===== src/imu_pkg.sv =====
package imu_pkg;

    // operand and result widths
    localparam int WORD_W   = 16;
    localparam int PROD_W   = 32;
    localparam int ACC_W    = 40;
    localparam int LIT_W    = 5;
    localparam int REG_IDX_W = 4;

    // result written one cycle after the request is taken
    localparam int LATENCY_CYCLES = 1;

    // reset values
    localparam logic [WORD_W-1:0]    WORD_RST = 16'h0000;
    localparam logic [ACC_W-1:0]     ACC_RST  = 40'h00_0000_0000;
    localparam logic [REG_IDX_W-1:0] IDX_RST  = 4'h0;
    localparam logic [7:0]           FLAGS_RST = 8'h00;

    // operand signedness: bit 1 base, bit 0 source
    typedef enum logic [1:0] {
        IMU_SGN_UU = 2'h0,
        IMU_SGN_US = 2'h1,
        IMU_SGN_SU = 2'h2,
        IMU_SGN_SS = 2'h3
    } imu_sign_type;

    // destination of the product
    typedef enum logic [1:0] {
        IMU_DST_PAIR   = 2'h0,
        IMU_DST_SINGLE = 2'h1,
        IMU_DST_ACC    = 2'h3
    } imu_dest_type;

endpackage


===== src/imu_core_mult.sv =====
`timescale 1ns/100ps
`default_nettype none

// combinational 17x17 signed multiplier; operands carry their own extension bit
module imu_core_mult (
    // extended operands
    input  wire logic signed [imu_pkg::WORD_W:0]   op_a,
    input  wire logic signed [imu_pkg::WORD_W:0]   op_b,
    // full product, low 32 bits are the documented product
    output logic signed [2*imu_pkg::WORD_W+1:0]    prod
);

    // one signed array covers all four signedness mixes
    always_comb begin
        prod = op_a * op_b;
    end

endmodule

`default_nettype wire


===== src/imu_mult_unit.sv =====
`timescale 1ns/100ps
`default_nettype none

// Notes on behaviour
// RQ1 - signed times signed, pair destination
// RQ2 - signed base, unsigned source, pair destination
// RQ3 - unsigned base, signed source, pair destination
// RQ4 - unsigned times unsigned, pair destination
// RQ5 - all four mixes may target accumulator
// RQ6 - 5-bit unsigned literal source to accumulator
// RQ7 - single-register result for all mixes
// RQ8 - every form completes in one cycle
// RQ9 - status flags never changed by multiply
// RQ10 - literal forms may write single register
// RQ11 - accumulator extension signed if either signed
module imu_mult_unit (
    // clock and reset
    input  wire logic                              sys_clk,
    input  wire logic                              rst_b,
    // request from decoder
    input  wire logic                              req_valid,
    input  wire imu_pkg::imu_sign_type             req_sign,
    input  wire imu_pkg::imu_dest_type             req_dest,
    input  wire logic                              req_use_lit,
    input  wire logic [imu_pkg::LIT_W-1:0]         short_unsigned_literal,
    input  wire logic [imu_pkg::WORD_W-1:0]        base_operand_register,
    input  wire logic [imu_pkg::WORD_W-1:0]        source_operand_register,
    input  wire logic [imu_pkg::REG_IDX_W-1:0]     req_dst_idx,
    input  wire logic                              req_acc_sel,
    // status flags seen by the unit, passed through untouched
    input  wire logic [7:0]                        flags_in,
    // working register write ports (low and high half)
    output logic                                   wr_lo_en,
    output logic [imu_pkg::REG_IDX_W-1:0]          wr_lo_idx,
    output logic [imu_pkg::WORD_W-1:0]             wr_lo_data,
    output logic                                   wr_hi_en,
    output logic [imu_pkg::REG_IDX_W-1:0]          wr_hi_idx,
    output logic [imu_pkg::WORD_W-1:0]             wr_hi_data,
    // accumulator write port
    output logic                                   acc_wr_en,
    output logic                                   acc_wr_sel,
    output logic [imu_pkg::ACC_W-1:0]              acc_wr_data,
    // status flags after the instruction
    output logic [7:0]                             flags_out,
    output logic                                   flags_wr_en
);

    // extended operands and raw product
    logic signed [imu_pkg::WORD_W:0]       op_a;
    logic signed [imu_pkg::WORD_W:0]       op_b;
    logic signed [2*imu_pkg::WORD_W+1:0]   prod_full;
    logic [imu_pkg::WORD_W-1:0]            src_val;
    logic                                  any_signed;
    logic [imu_pkg::PROD_W-1:0]            prod;

    // registered outputs and their next values
    logic                                  wr_lo_en_r, wr_lo_en_nxt;
    logic [imu_pkg::REG_IDX_W-1:0]         wr_lo_idx_r, wr_lo_idx_nxt;
    logic [imu_pkg::WORD_W-1:0]            wr_lo_data_r, wr_lo_data_nxt;
    logic                                  wr_hi_en_r, wr_hi_en_nxt;
    logic [imu_pkg::REG_IDX_W-1:0]         wr_hi_idx_r, wr_hi_idx_nxt;
    logic [imu_pkg::WORD_W-1:0]            wr_hi_data_r, wr_hi_data_nxt;
    logic                                  acc_wr_en_r, acc_wr_en_nxt;
    logic                                  acc_wr_sel_r, acc_wr_sel_nxt;
    logic [imu_pkg::ACC_W-1:0]             acc_wr_data_r, acc_wr_data_nxt;
    logic [7:0]                            flags_r, flags_nxt;

    // extend a word as signed or unsigned
    function automatic logic signed [imu_pkg::WORD_W:0] ext_word(
        input logic [imu_pkg::WORD_W-1:0] w,
        input logic                       sgn
    );
        ext_word = {sgn & w[imu_pkg::WORD_W-1], w};
    endfunction

    // operand selection and extension
    always_comb begin
        // literal is always unsigned, zero-extended to a word
        src_val = req_use_lit ? {11'h000, short_unsigned_literal}   // RQ6 RQ10
                              : source_operand_register;
        op_a = ext_word(base_operand_register, req_sign[1]);   // RQ1 RQ2 RQ3 RQ4
        op_b = ext_word(src_val, req_sign[0] & ~req_use_lit);   // RQ1 RQ2 RQ3 RQ4
        any_signed = req_sign[1] | (req_sign[0] & ~req_use_lit);
    end

    // shared multiplier array
    imu_core_mult u_mult (
        .op_a (op_a),
        .op_b (op_b),
        .prod (prod_full)
    );

    assign prod = prod_full[imu_pkg::PROD_W-1:0];

    // next-state for the result ports
    always_comb begin
        wr_lo_en_nxt    = 1'b0;
        wr_lo_idx_nxt   = wr_lo_idx_r;
        wr_lo_data_nxt  = wr_lo_data_r;
        wr_hi_en_nxt    = 1'b0;
        wr_hi_idx_nxt   = wr_hi_idx_r;
        wr_hi_data_nxt  = wr_hi_data_r;
        acc_wr_en_nxt   = 1'b0;
        acc_wr_sel_nxt  = acc_wr_sel_r;
        acc_wr_data_nxt = acc_wr_data_r;
        // flags are always carried through unchanged
        flags_nxt = flags_in;   // RQ9
        if (req_valid) begin
            // the result lands in the next cycle, no stall
            case (req_dest)   // RQ8
                imu_pkg::IMU_DST_PAIR: begin
                    wr_lo_en_nxt   = 1'b1;   // RQ1 RQ2 RQ3 RQ4
                    wr_lo_idx_nxt  = req_dst_idx;
                    wr_lo_data_nxt = prod[imu_pkg::WORD_W-1:0];
                    wr_hi_en_nxt   = 1'b1;
                    // high half goes one register up; wraps at the top index
                    wr_hi_idx_nxt  = req_dst_idx + 4'h1;
                    wr_hi_data_nxt = prod[imu_pkg::PROD_W-1:imu_pkg::WORD_W];
                end
                imu_pkg::IMU_DST_SINGLE: begin
                    wr_lo_en_nxt   = 1'b1;   // RQ7 RQ10
                    wr_lo_idx_nxt  = req_dst_idx;
                    wr_lo_data_nxt = prod[imu_pkg::WORD_W-1:0];
                end
                imu_pkg::IMU_DST_ACC: begin
                    acc_wr_en_nxt   = 1'b1;   // RQ5 RQ6
                    acc_wr_sel_nxt  = req_acc_sel;
                    // sign bit of the product only meaningful if an operand was signed
                    acc_wr_data_nxt = {{(imu_pkg::ACC_W-imu_pkg::PROD_W)
                                       {any_signed & prod[imu_pkg::PROD_W-1]}}, prod};   // RQ11
                end
                default: begin
                    // unused destination code: nothing written
                    wr_lo_en_nxt = 1'b0;
                end
            endcase
        end
    end

    // result registers
    always_ff @(posedge sys_clk) begin
        if (!rst_b) begin
            wr_lo_en_r    <= 1'b0;
            wr_lo_idx_r   <= imu_pkg::IDX_RST;
            wr_lo_data_r  <= imu_pkg::WORD_RST;
            wr_hi_en_r    <= 1'b0;
            wr_hi_idx_r   <= imu_pkg::IDX_RST;
            wr_hi_data_r  <= imu_pkg::WORD_RST;
            acc_wr_en_r   <= 1'b0;
            acc_wr_sel_r  <= 1'b0;
            acc_wr_data_r <= imu_pkg::ACC_RST;
            flags_r       <= imu_pkg::FLAGS_RST;
        end else begin
            wr_lo_en_r    <= wr_lo_en_nxt;
            wr_lo_idx_r   <= wr_lo_idx_nxt;
            wr_lo_data_r  <= wr_lo_data_nxt;
            wr_hi_en_r    <= wr_hi_en_nxt;
            wr_hi_idx_r   <= wr_hi_idx_nxt;
            wr_hi_data_r  <= wr_hi_data_nxt;
            acc_wr_en_r   <= acc_wr_en_nxt;
            acc_wr_sel_r  <= acc_wr_sel_nxt;
            acc_wr_data_r <= acc_wr_data_nxt;
            flags_r       <= flags_nxt;
        end
    end

    // outputs straight from flops
    assign wr_lo_en    = wr_lo_en_r;
    assign wr_lo_idx   = wr_lo_idx_r;
    assign wr_lo_data  = wr_lo_data_r;
    assign wr_hi_en    = wr_hi_en_r;
    assign wr_hi_idx   = wr_hi_idx_r;
    assign wr_hi_data  = wr_hi_data_r;
    assign acc_wr_en   = acc_wr_en_r;
    assign acc_wr_sel  = acc_wr_sel_r;
    assign acc_wr_data = acc_wr_data_r;
    assign flags_out   = flags_r;
    // the unit never asks for a flag update
    assign flags_wr_en = 1'b0;   // RQ9

    // ---- checks ----
    a_ss_pair_prod: assert property (@(posedge sys_clk) disable iff (!rst_b)   // RQ1
        req_valid && req_dest == imu_pkg::IMU_DST_PAIR && !req_use_lit
        && req_sign == imu_pkg::IMU_SGN_SS
        |=> $signed({wr_hi_data, wr_lo_data})
            == $signed($past(base_operand_register)) * $signed($past(source_operand_register)))
        else $error("signed pair product wrong");

    a_su_pair_prod: assert property (@(posedge sys_clk) disable iff (!rst_b)   // RQ2
        req_valid && req_dest == imu_pkg::IMU_DST_PAIR && !req_use_lit
        && req_sign == imu_pkg::IMU_SGN_SU
        |=> $signed({wr_hi_data, wr_lo_data}) == 32'(
            $signed({{16{$past(base_operand_register[15])}}, $past(base_operand_register)})
            * $signed({16'h0000, $past(source_operand_register)})))
        else $error("signed-unsigned pair product wrong");

    a_us_pair_prod: assert property (@(posedge sys_clk) disable iff (!rst_b)   // RQ3
        req_valid && req_dest == imu_pkg::IMU_DST_PAIR && !req_use_lit
        && req_sign == imu_pkg::IMU_SGN_US
        |=> {wr_hi_data, wr_lo_data} == 32'(
            $signed({16'h0000, $past(base_operand_register)})
            * $signed({{16{$past(source_operand_register[15])}}, $past(source_operand_register)})))
        else $error("unsigned-signed pair product wrong");

    a_uu_pair_prod: assert property (@(posedge sys_clk) disable iff (!rst_b)   // RQ4
        req_valid && req_dest == imu_pkg::IMU_DST_PAIR && !req_use_lit
        && req_sign == imu_pkg::IMU_SGN_UU
        |=> wr_lo_en && wr_hi_en && wr_hi_idx == 4'($past(req_dst_idx) + 4'h1)
            && {wr_hi_data, wr_lo_data}
               == 32'($past(base_operand_register)) * 32'($past(source_operand_register)))
        else $error("unsigned pair product wrong");

    a_acc_dest_only: assert property (@(posedge sys_clk) disable iff (!rst_b)   // RQ5
        req_valid && req_dest == imu_pkg::IMU_DST_ACC
        |=> acc_wr_en && !wr_lo_en && !wr_hi_en && acc_wr_sel == $past(req_acc_sel))
        else $error("accumulator form wrote wrong target");

    a_lit_uu_acc: assert property (@(posedge sys_clk) disable iff (!rst_b)   // RQ6
        req_valid && req_dest == imu_pkg::IMU_DST_ACC && req_use_lit
        && req_sign == imu_pkg::IMU_SGN_UU
        |=> acc_wr_data == 40'($past(base_operand_register)) * 40'($past(short_unsigned_literal)))
        else $error("literal accumulator product wrong");

    a_single_dest: assert property (@(posedge sys_clk) disable iff (!rst_b)   // RQ7
        req_valid && req_dest == imu_pkg::IMU_DST_SINGLE
        |=> wr_lo_en && !wr_hi_en && !acc_wr_en && wr_lo_idx == $past(req_dst_idx))
        else $error("single form wrote wrong target");

    a_one_cycle_done: assert property (@(posedge sys_clk) disable iff (!rst_b)   // RQ8
        !req_valid |=> !wr_lo_en && !wr_hi_en && !acc_wr_en)
        else $error("write without request one cycle earlier");

    a_flags_kept: assert property (@(posedge sys_clk) disable iff (!rst_b)   // RQ9
        ##1 (flags_out == $past(flags_in) && !flags_wr_en))
        else $error("multiply altered status flags");

    a_acc_extend: assert property (@(posedge sys_clk) disable iff (!rst_b)   // RQ11
        acc_wr_en && $past(req_sign) == imu_pkg::IMU_SGN_UU
        |-> acc_wr_data[39:32] == 8'h00)
        else $error("unsigned accumulator result not zero-extended");

endmodule

`default_nettype wire


===== config.mk =====
export PLATFORM = sky130hd
export DESIGN_NAME = imu_mult_unit
export DESIGN_NICKNAME = d
export VERILOG_FILES = /design/src/imu_pkg.sv /design/src/imu_core_mult.sv /design/src/imu_mult_unit.sv
export SDC_FILE = /design/constraint.sdc
export NUM_CORES = 1
export LEC_CHECK = 0
export ABC_AREA = 1
export BUFFER_PORTS_ARGS = -buffer_cell sky130_fd_sc_hd__buf_2
export CAP_MARGIN = 20
export CORE_MARGIN = 4
export CORE_UTILIZATION = 55
export DETAILED_ROUTE_END_ITERATION = 8
export PLACE_DENSITY = 0.78
export SYNTH_ARGS = -nofsm -noshare
export SYNTH_HDL_FRONTEND = slang
export SYNTH_SLANG_ARGS = --single-unit
export TNS_END_PERCENT = 5

===== constraint.sdc =====
create_clock -name sys_clk -period 5 [get_ports sys_clk]
set_input_delay 0 -clock sys_clk [delete_from_list [all_inputs] [get_ports sys_clk]]
set_output_delay 0 -clock sys_clk [all_outputs]
set_load 0.005 [all_outputs]

Word-level counts from Yosys, hierarchy flattened
Index checks and enable logic that the tools add are counted.

word-level totals
  register bits after elaboration = 85
  bits of input ports = 58
  output and inout port bits = 93
  word-level logic and storage cells = 30

cells by class
  $add $sub $neg = 1
  multipliers = 1
  equal/unequal tests = 2
  muxes and demuxes = 4
  bitwise gates (word level) = 6
  reductions and logical operators = 6

operators with widths
  operator               number
  $mul A17 B17 Y32       1
  $mux W16               1
  $reduce_and A2 Y1      4
  $add A4 B1 Y4 const B  1
  $and A1 B1 Y1          4
  $mux W1                3
  $eq A2 B1 Y1 const B   1
  $eq A2 B2 Y1 const B   1
  $logic_not A2 Y1       1
  $reduce_or A2 Y1       1
  $not A1 Y1             1
  $or A1 B1 Y1           1

Depth between registers and ports, before layout
  word-level depth = 5
  mapped depth = 32
  depth with buffers taken out = 30

Modules after synthesis
Synthesis repeated with hierarchy kept, for this count alone.

second synthesis, totals
  cell total of the unflattened synthesis = 2013
  area total of the unflattened synthesis = 15148.3 sq um

by module, submodules not included
  module         instances  cells each  area each (sq um)  seq. area each (sq um)
  imu_core_mult  1          1602        11949.0            0.0
  imu_mult_unit  1          411         3199.3             1701.6

Least setup slack after synthesis
OpenSTA, ideal clock, no wires.

  path type = input to register
  start = input req_use_lit
  end = register wr_hi_data_r (netlist bit wr_hi_data[3])
  arrival = 5.375 ns
  path slack = -0.484 ns
  stages = 30
  path buffers = 3
  cell sequence = buf_6 > inv_2 > buf_2 > nand2_1 > inv_1 > clkbuf_1 > nand2_1 > fa_1 > inv_1 > fa_1 > inv_1 > fa_1 > inv_1 > fa_1 > fa_1 > inv_1 > fa_1 > inv_1 > ha_1 > inv_1 > o21ai_1 > a21oi_2 > nand3_2 > a21oi_4 > nor2_2 > nor2_1 > or2_1 > nand3_1 > nand2_1 > inv_1

on the way
  longest elaborated chain between the ends = 4
  elaborated cells on any way between the ends = 5
  classes of those cells = mul: 1; mux: 1; bitwise: 3

ends and longest elaborated chain
  element               RTL line              text
  from (decl)           imu_mult_unit.sv:24   input wire logic req_use_lit,
  $not A1 Y1            imu_mult_unit.sv:82   op_b = ext_word(src_val, req_sign[0] & ~req_use_lit);
  $and A1 B1 Y1         imu_mult_unit.sv:82
  $and A1 B1 Y1         imu_mult_unit.sv:73   ext_word = {sgn & w[imu_pkg::WORD_W-1], w};
  $mul A17 B17 Y32 (*)  imu_core_mult.sv:15   prod = op_a * op_b;
  to (signal assigned)  imu_mult_unit.sv:148  wr_hi_data_r <= imu_pkg::WORD_RST;
  to (signal assigned)  imu_mult_unit.sv:159  wr_hi_data_r <= wr_hi_data_nxt;
  to (decl)             imu_mult_unit.sv:62   logic [imu_pkg::WORD_W-1:0] wr_hi_data_r, wr_hi_data_nxt;

Mark *: on every way between the ends. The rest lies on a longest branch, timed or not.
A chain may end at the register's enable or synchronous reset.

Worst setup path after layout
  start = input req_use_lit
  end = register wr_hi_data_r (netlist bit wr_hi_data[15])

The elaborated chain is that of the path after synthesis.

==> results.cfg <==
[critical_path]
slowest_stage = fa_1
startpoint_type = input port
setup.worst_path.class = in2reg
rr_worst_depth = 2
critPathMaxFanout = 7
cp.arrival_ns = 5.44
cp_common_cell = fa_1
worst_r2r_endpoint = acc_wr_data[32]
worstPathRequired_ns = 5.23
rrSetupSlack_ns = 4.09
regToRegStartpoint = acc_wr_data[32]
critPathMaxStageDelay_ns = 0.53
endpoint_kind = register

[die]
die_w_um = 168
start_util = 0.561
die_h_um = 168
io-pin-count = 151
die_area_um2 = 28300
rows = 58
core_area_um2 = 25200

[synthesis]
synth_area_um2 = 14100
synth_ff_type = dfxtp_1
synth_edf_count = 0
synth_seq_cells = 85
syn_inst = 1785
synth_nets = 2208
yosysUniqueCellTypes = 44
synth_warnings = 0
async_flop_share = 0
synth_area_per_cell_um2 = 7.91
ys_seq_area_frac = 0.121

[grt]
grt_pass1_wl_um = 68900
first_global_vias = 13600
grt_antenna_before_repair = 0
grt_overflow = 0
grt_max_degree = 62
grt_usage = 0.305

[placement]
io_buffers = 149
dp_hpwl_um = 35200
gp_congestion = 1.01
place_area_um2 = 17000

[timing]
fin_skew_ns = 0
fin_crit_sh = 1.04
slew_headroom = 0.322
fmax_mhz = 192
post-route-min-period_ns = 5.21
worst_pin_slew_ns = 1.02
slew_viol_final = 0
fin_ws_ns = -0.205
rsz0062_at_grt = yes
final-setup-viol-count = 35
finalHoldViolCount = 0

[clocking]
htree_levels = 3
clk_latency_ns = 0.34
cts_buffers = 9
clock_path_buffers = 2
clock-sinks = 85
cts_tree = built
clk_pin_slew_ns = 0.07
clock-root-buffer = clkbuf_16

[finish]
synthToLayoutAreaGrowth_pct = 28.7
final_layout_size_suffix_gt1_frac = 0.286
fin_area_um2 = 18200
antenna-diode-count = 0
fin_nets = 2565
nFillCells = 1926

[job]
maxCapViolCount = 0

[outcome]
status = finished, violations left
violations = setup timing

[worst_hold_path]
hold_start = req_valid
hold_path.class = in2reg
hold_end = acc_wr_data[5]
holdPathStages = 4

[route]
antenna_left = 0
drcViolationCount = 0
drt_iter0_drc = 1053
vias = 12800
post_drt_via_cell_ratio = 5.17
drt_pass1_iterations = 7
wire_per_inst_um = 17.0
wl_um = 42200
-- layout make-up --
cell class,count,area [µm²],area share
flip-flops and latches,85,1700,0.0937
inverters,469,1810,0.0997
clock buffers,9,225,0.0124
repair buffers,405,2810,0.155
repair inverters,1,7.51,0.000413
well taps,330,413,0.0227
clock inverters,7,87.6,0.00482
multi-input cells,1171,11100,0.612
-- worst max-delay path by stage --
stage | cells after the start | from | slack (ns) | end
5_1_grt | 27 | req_use_lit | -0.38 | acc_wr_data[27]
4_1_cts | 27 | req_use_lit | -0.16 | wr_hi_data[15]
6_report | 28 | req_use_lit | -0.21 | wr_hi_data[15]
3_5_place_dp | 28 | req_use_lit | -0.69 | acc_wr_data[32]
3_3_place_gp | 30 | req_use_lit | -0.62 | acc_wr_data[28]
2_1_floorplan | 29 | req_use_lit | -0.12 | wr_hi_data[11]
-- sequential cells by signal, indices dropped and copies added (netlist names) --
signal       count
flags_out        8
wr_lo_en         1
wr_hi_idx        4
wr_lo_data      16
acc_wr_sel       1
wr_hi_en         1
wr_hi_data      16
acc_wr_en        1
wr_lo_idx        4
acc_wr_data     33
-- cell families after synthesis --
| family | Yosys count | share of synthesized area |
|---|---|---|
| AOI/OAI and AO/OA | 137 | 0.0595 |
| and+or+nand+nor | 649 | 0.190 |
| DFF | 85 | 0.121 |
| other | 1 | 0.000266 |
| adders and majority gates | 365 | 0.473 |
| muxes | 2 | 0.00142 |
| xor gates and xnor gates | 17 | 0.0105 |
| buffers and inverters | 529 | 0.144 |
-- cell usage after synthesis, types with 2 or more instances --
master      n  area [µm²]
buf_6       2        22.5
nor3_2      2        20.0
fa_1      282        5650
nand3b_1    4        30.0
inv_1     455        1710
nand3_1    55         275
or2_1       3        18.8
buf_2       6        30.0
o211ai_1   12        90.1
xor2_1     11        96.3
inv_2       8        30.0
dfxtp_1    85        1700
nor2_1    246         923
nor3_1      5        25.0
nor2_2      5        31.3
a31o_2      2        17.5
nand2_2     8        50.1
nand4_1    14        87.6
ha_1       83        1040
a211oi_1    2        15.0
o21ai_1     3        15.0
xnor2_1     6        52.6
a21oi_2     3        26.3
clkinv_1    6        22.5
or2_2       5        31.3
o21ai_0    50         250
mux2i_1     2        20.0
o21ai_2     4        35.0
o21bai_1   15         113
o21a_1     10        75.1
a21oi_1    31         155
buf_4       8        60.1
nand2_1   293        1100
and2_1      2        12.5
clkbuf_1   44         165
nor2_4      3        33.8
nand3_2     3        30.0
-- what timing repair did --
| action | 4_1_cts | 5_1_grt |
|---|---|---|
| buffers inserted | 8 | 17 |
| cloned | 1 | 0 |
| resized for setup | 59 | 123 |
| endpoints found under the hold margin | 16 | 0 |
| hold buffers | 13 | 0 |
| endpoints found under the setup margin | 39 | 45 |
| pin swaps | 28 | 80 |
-- metal layers --
layer | global-route usage | vias to the layer above | routed length, µm
li1 | - | 5920 | -
met1 | 0.398 | 6356 | 17100
met2 | 0.515 | 449 | 20900
met3 | 0.0601 | 91 | 2730
met4 | 0.0999 | 0 | 1450
met5 | 0 | - | 0
-- metrics by stage --
stage	hold slack [ns]	worst slack, ns	instances	TNS (ns)	util
after floorplan	0.0976	-0.122	1785	-2.21	-
after global placement	0.179	-0.616	2423	-19.27	0.673
after detailed placement	0.184	-0.692	2423	-23.58	0.673
after CTS	0.121	-0.158	2461	-2.28	0.702
after global routing	0.143	-0.385	2477	-11.13	0.721
final	0.126	-0.205	2477	-3.42	0.721
-- layout by cell type (no fill, tap or decap), drive strengths merged --
cell type and n:
inv 465, dlygate4sd3 13, o21a 10, mux2i 2, and2 2, a21o 1
nand3b 4, a21oi 35, bufinv 1, fa 282, ha 83, a31o 3
clkinvlp 5, o211ai 12, clkbuf 9, nor2 254, or2 8, nand3 58
a211oi 2, a221oi 1, buf 392, o21ai 57, conb 1, xnor2 6
dfxtp 85, nand4 14, nor3 7, o21bai 15, nand2 302, clkinv 6
a31oi 1, xor2 11
-- worst max-delay path: cells and delay by family --
| kind | cells | cell delay, ns |
|---|---|---|
| AND/OR/NAND/NOR | 10 | 1.04 |
| buffers and inverters | 10 | 0.96 |
| AO/OA/AOI/OAI | 1 | 0.14 |
| adder cells (fa/ha/maj) | 7 | 3.30 |
Power is left out: the tool's default activity adds up to more than one toggle a clock period on the data nets, which glitch-free logic cannot reach.
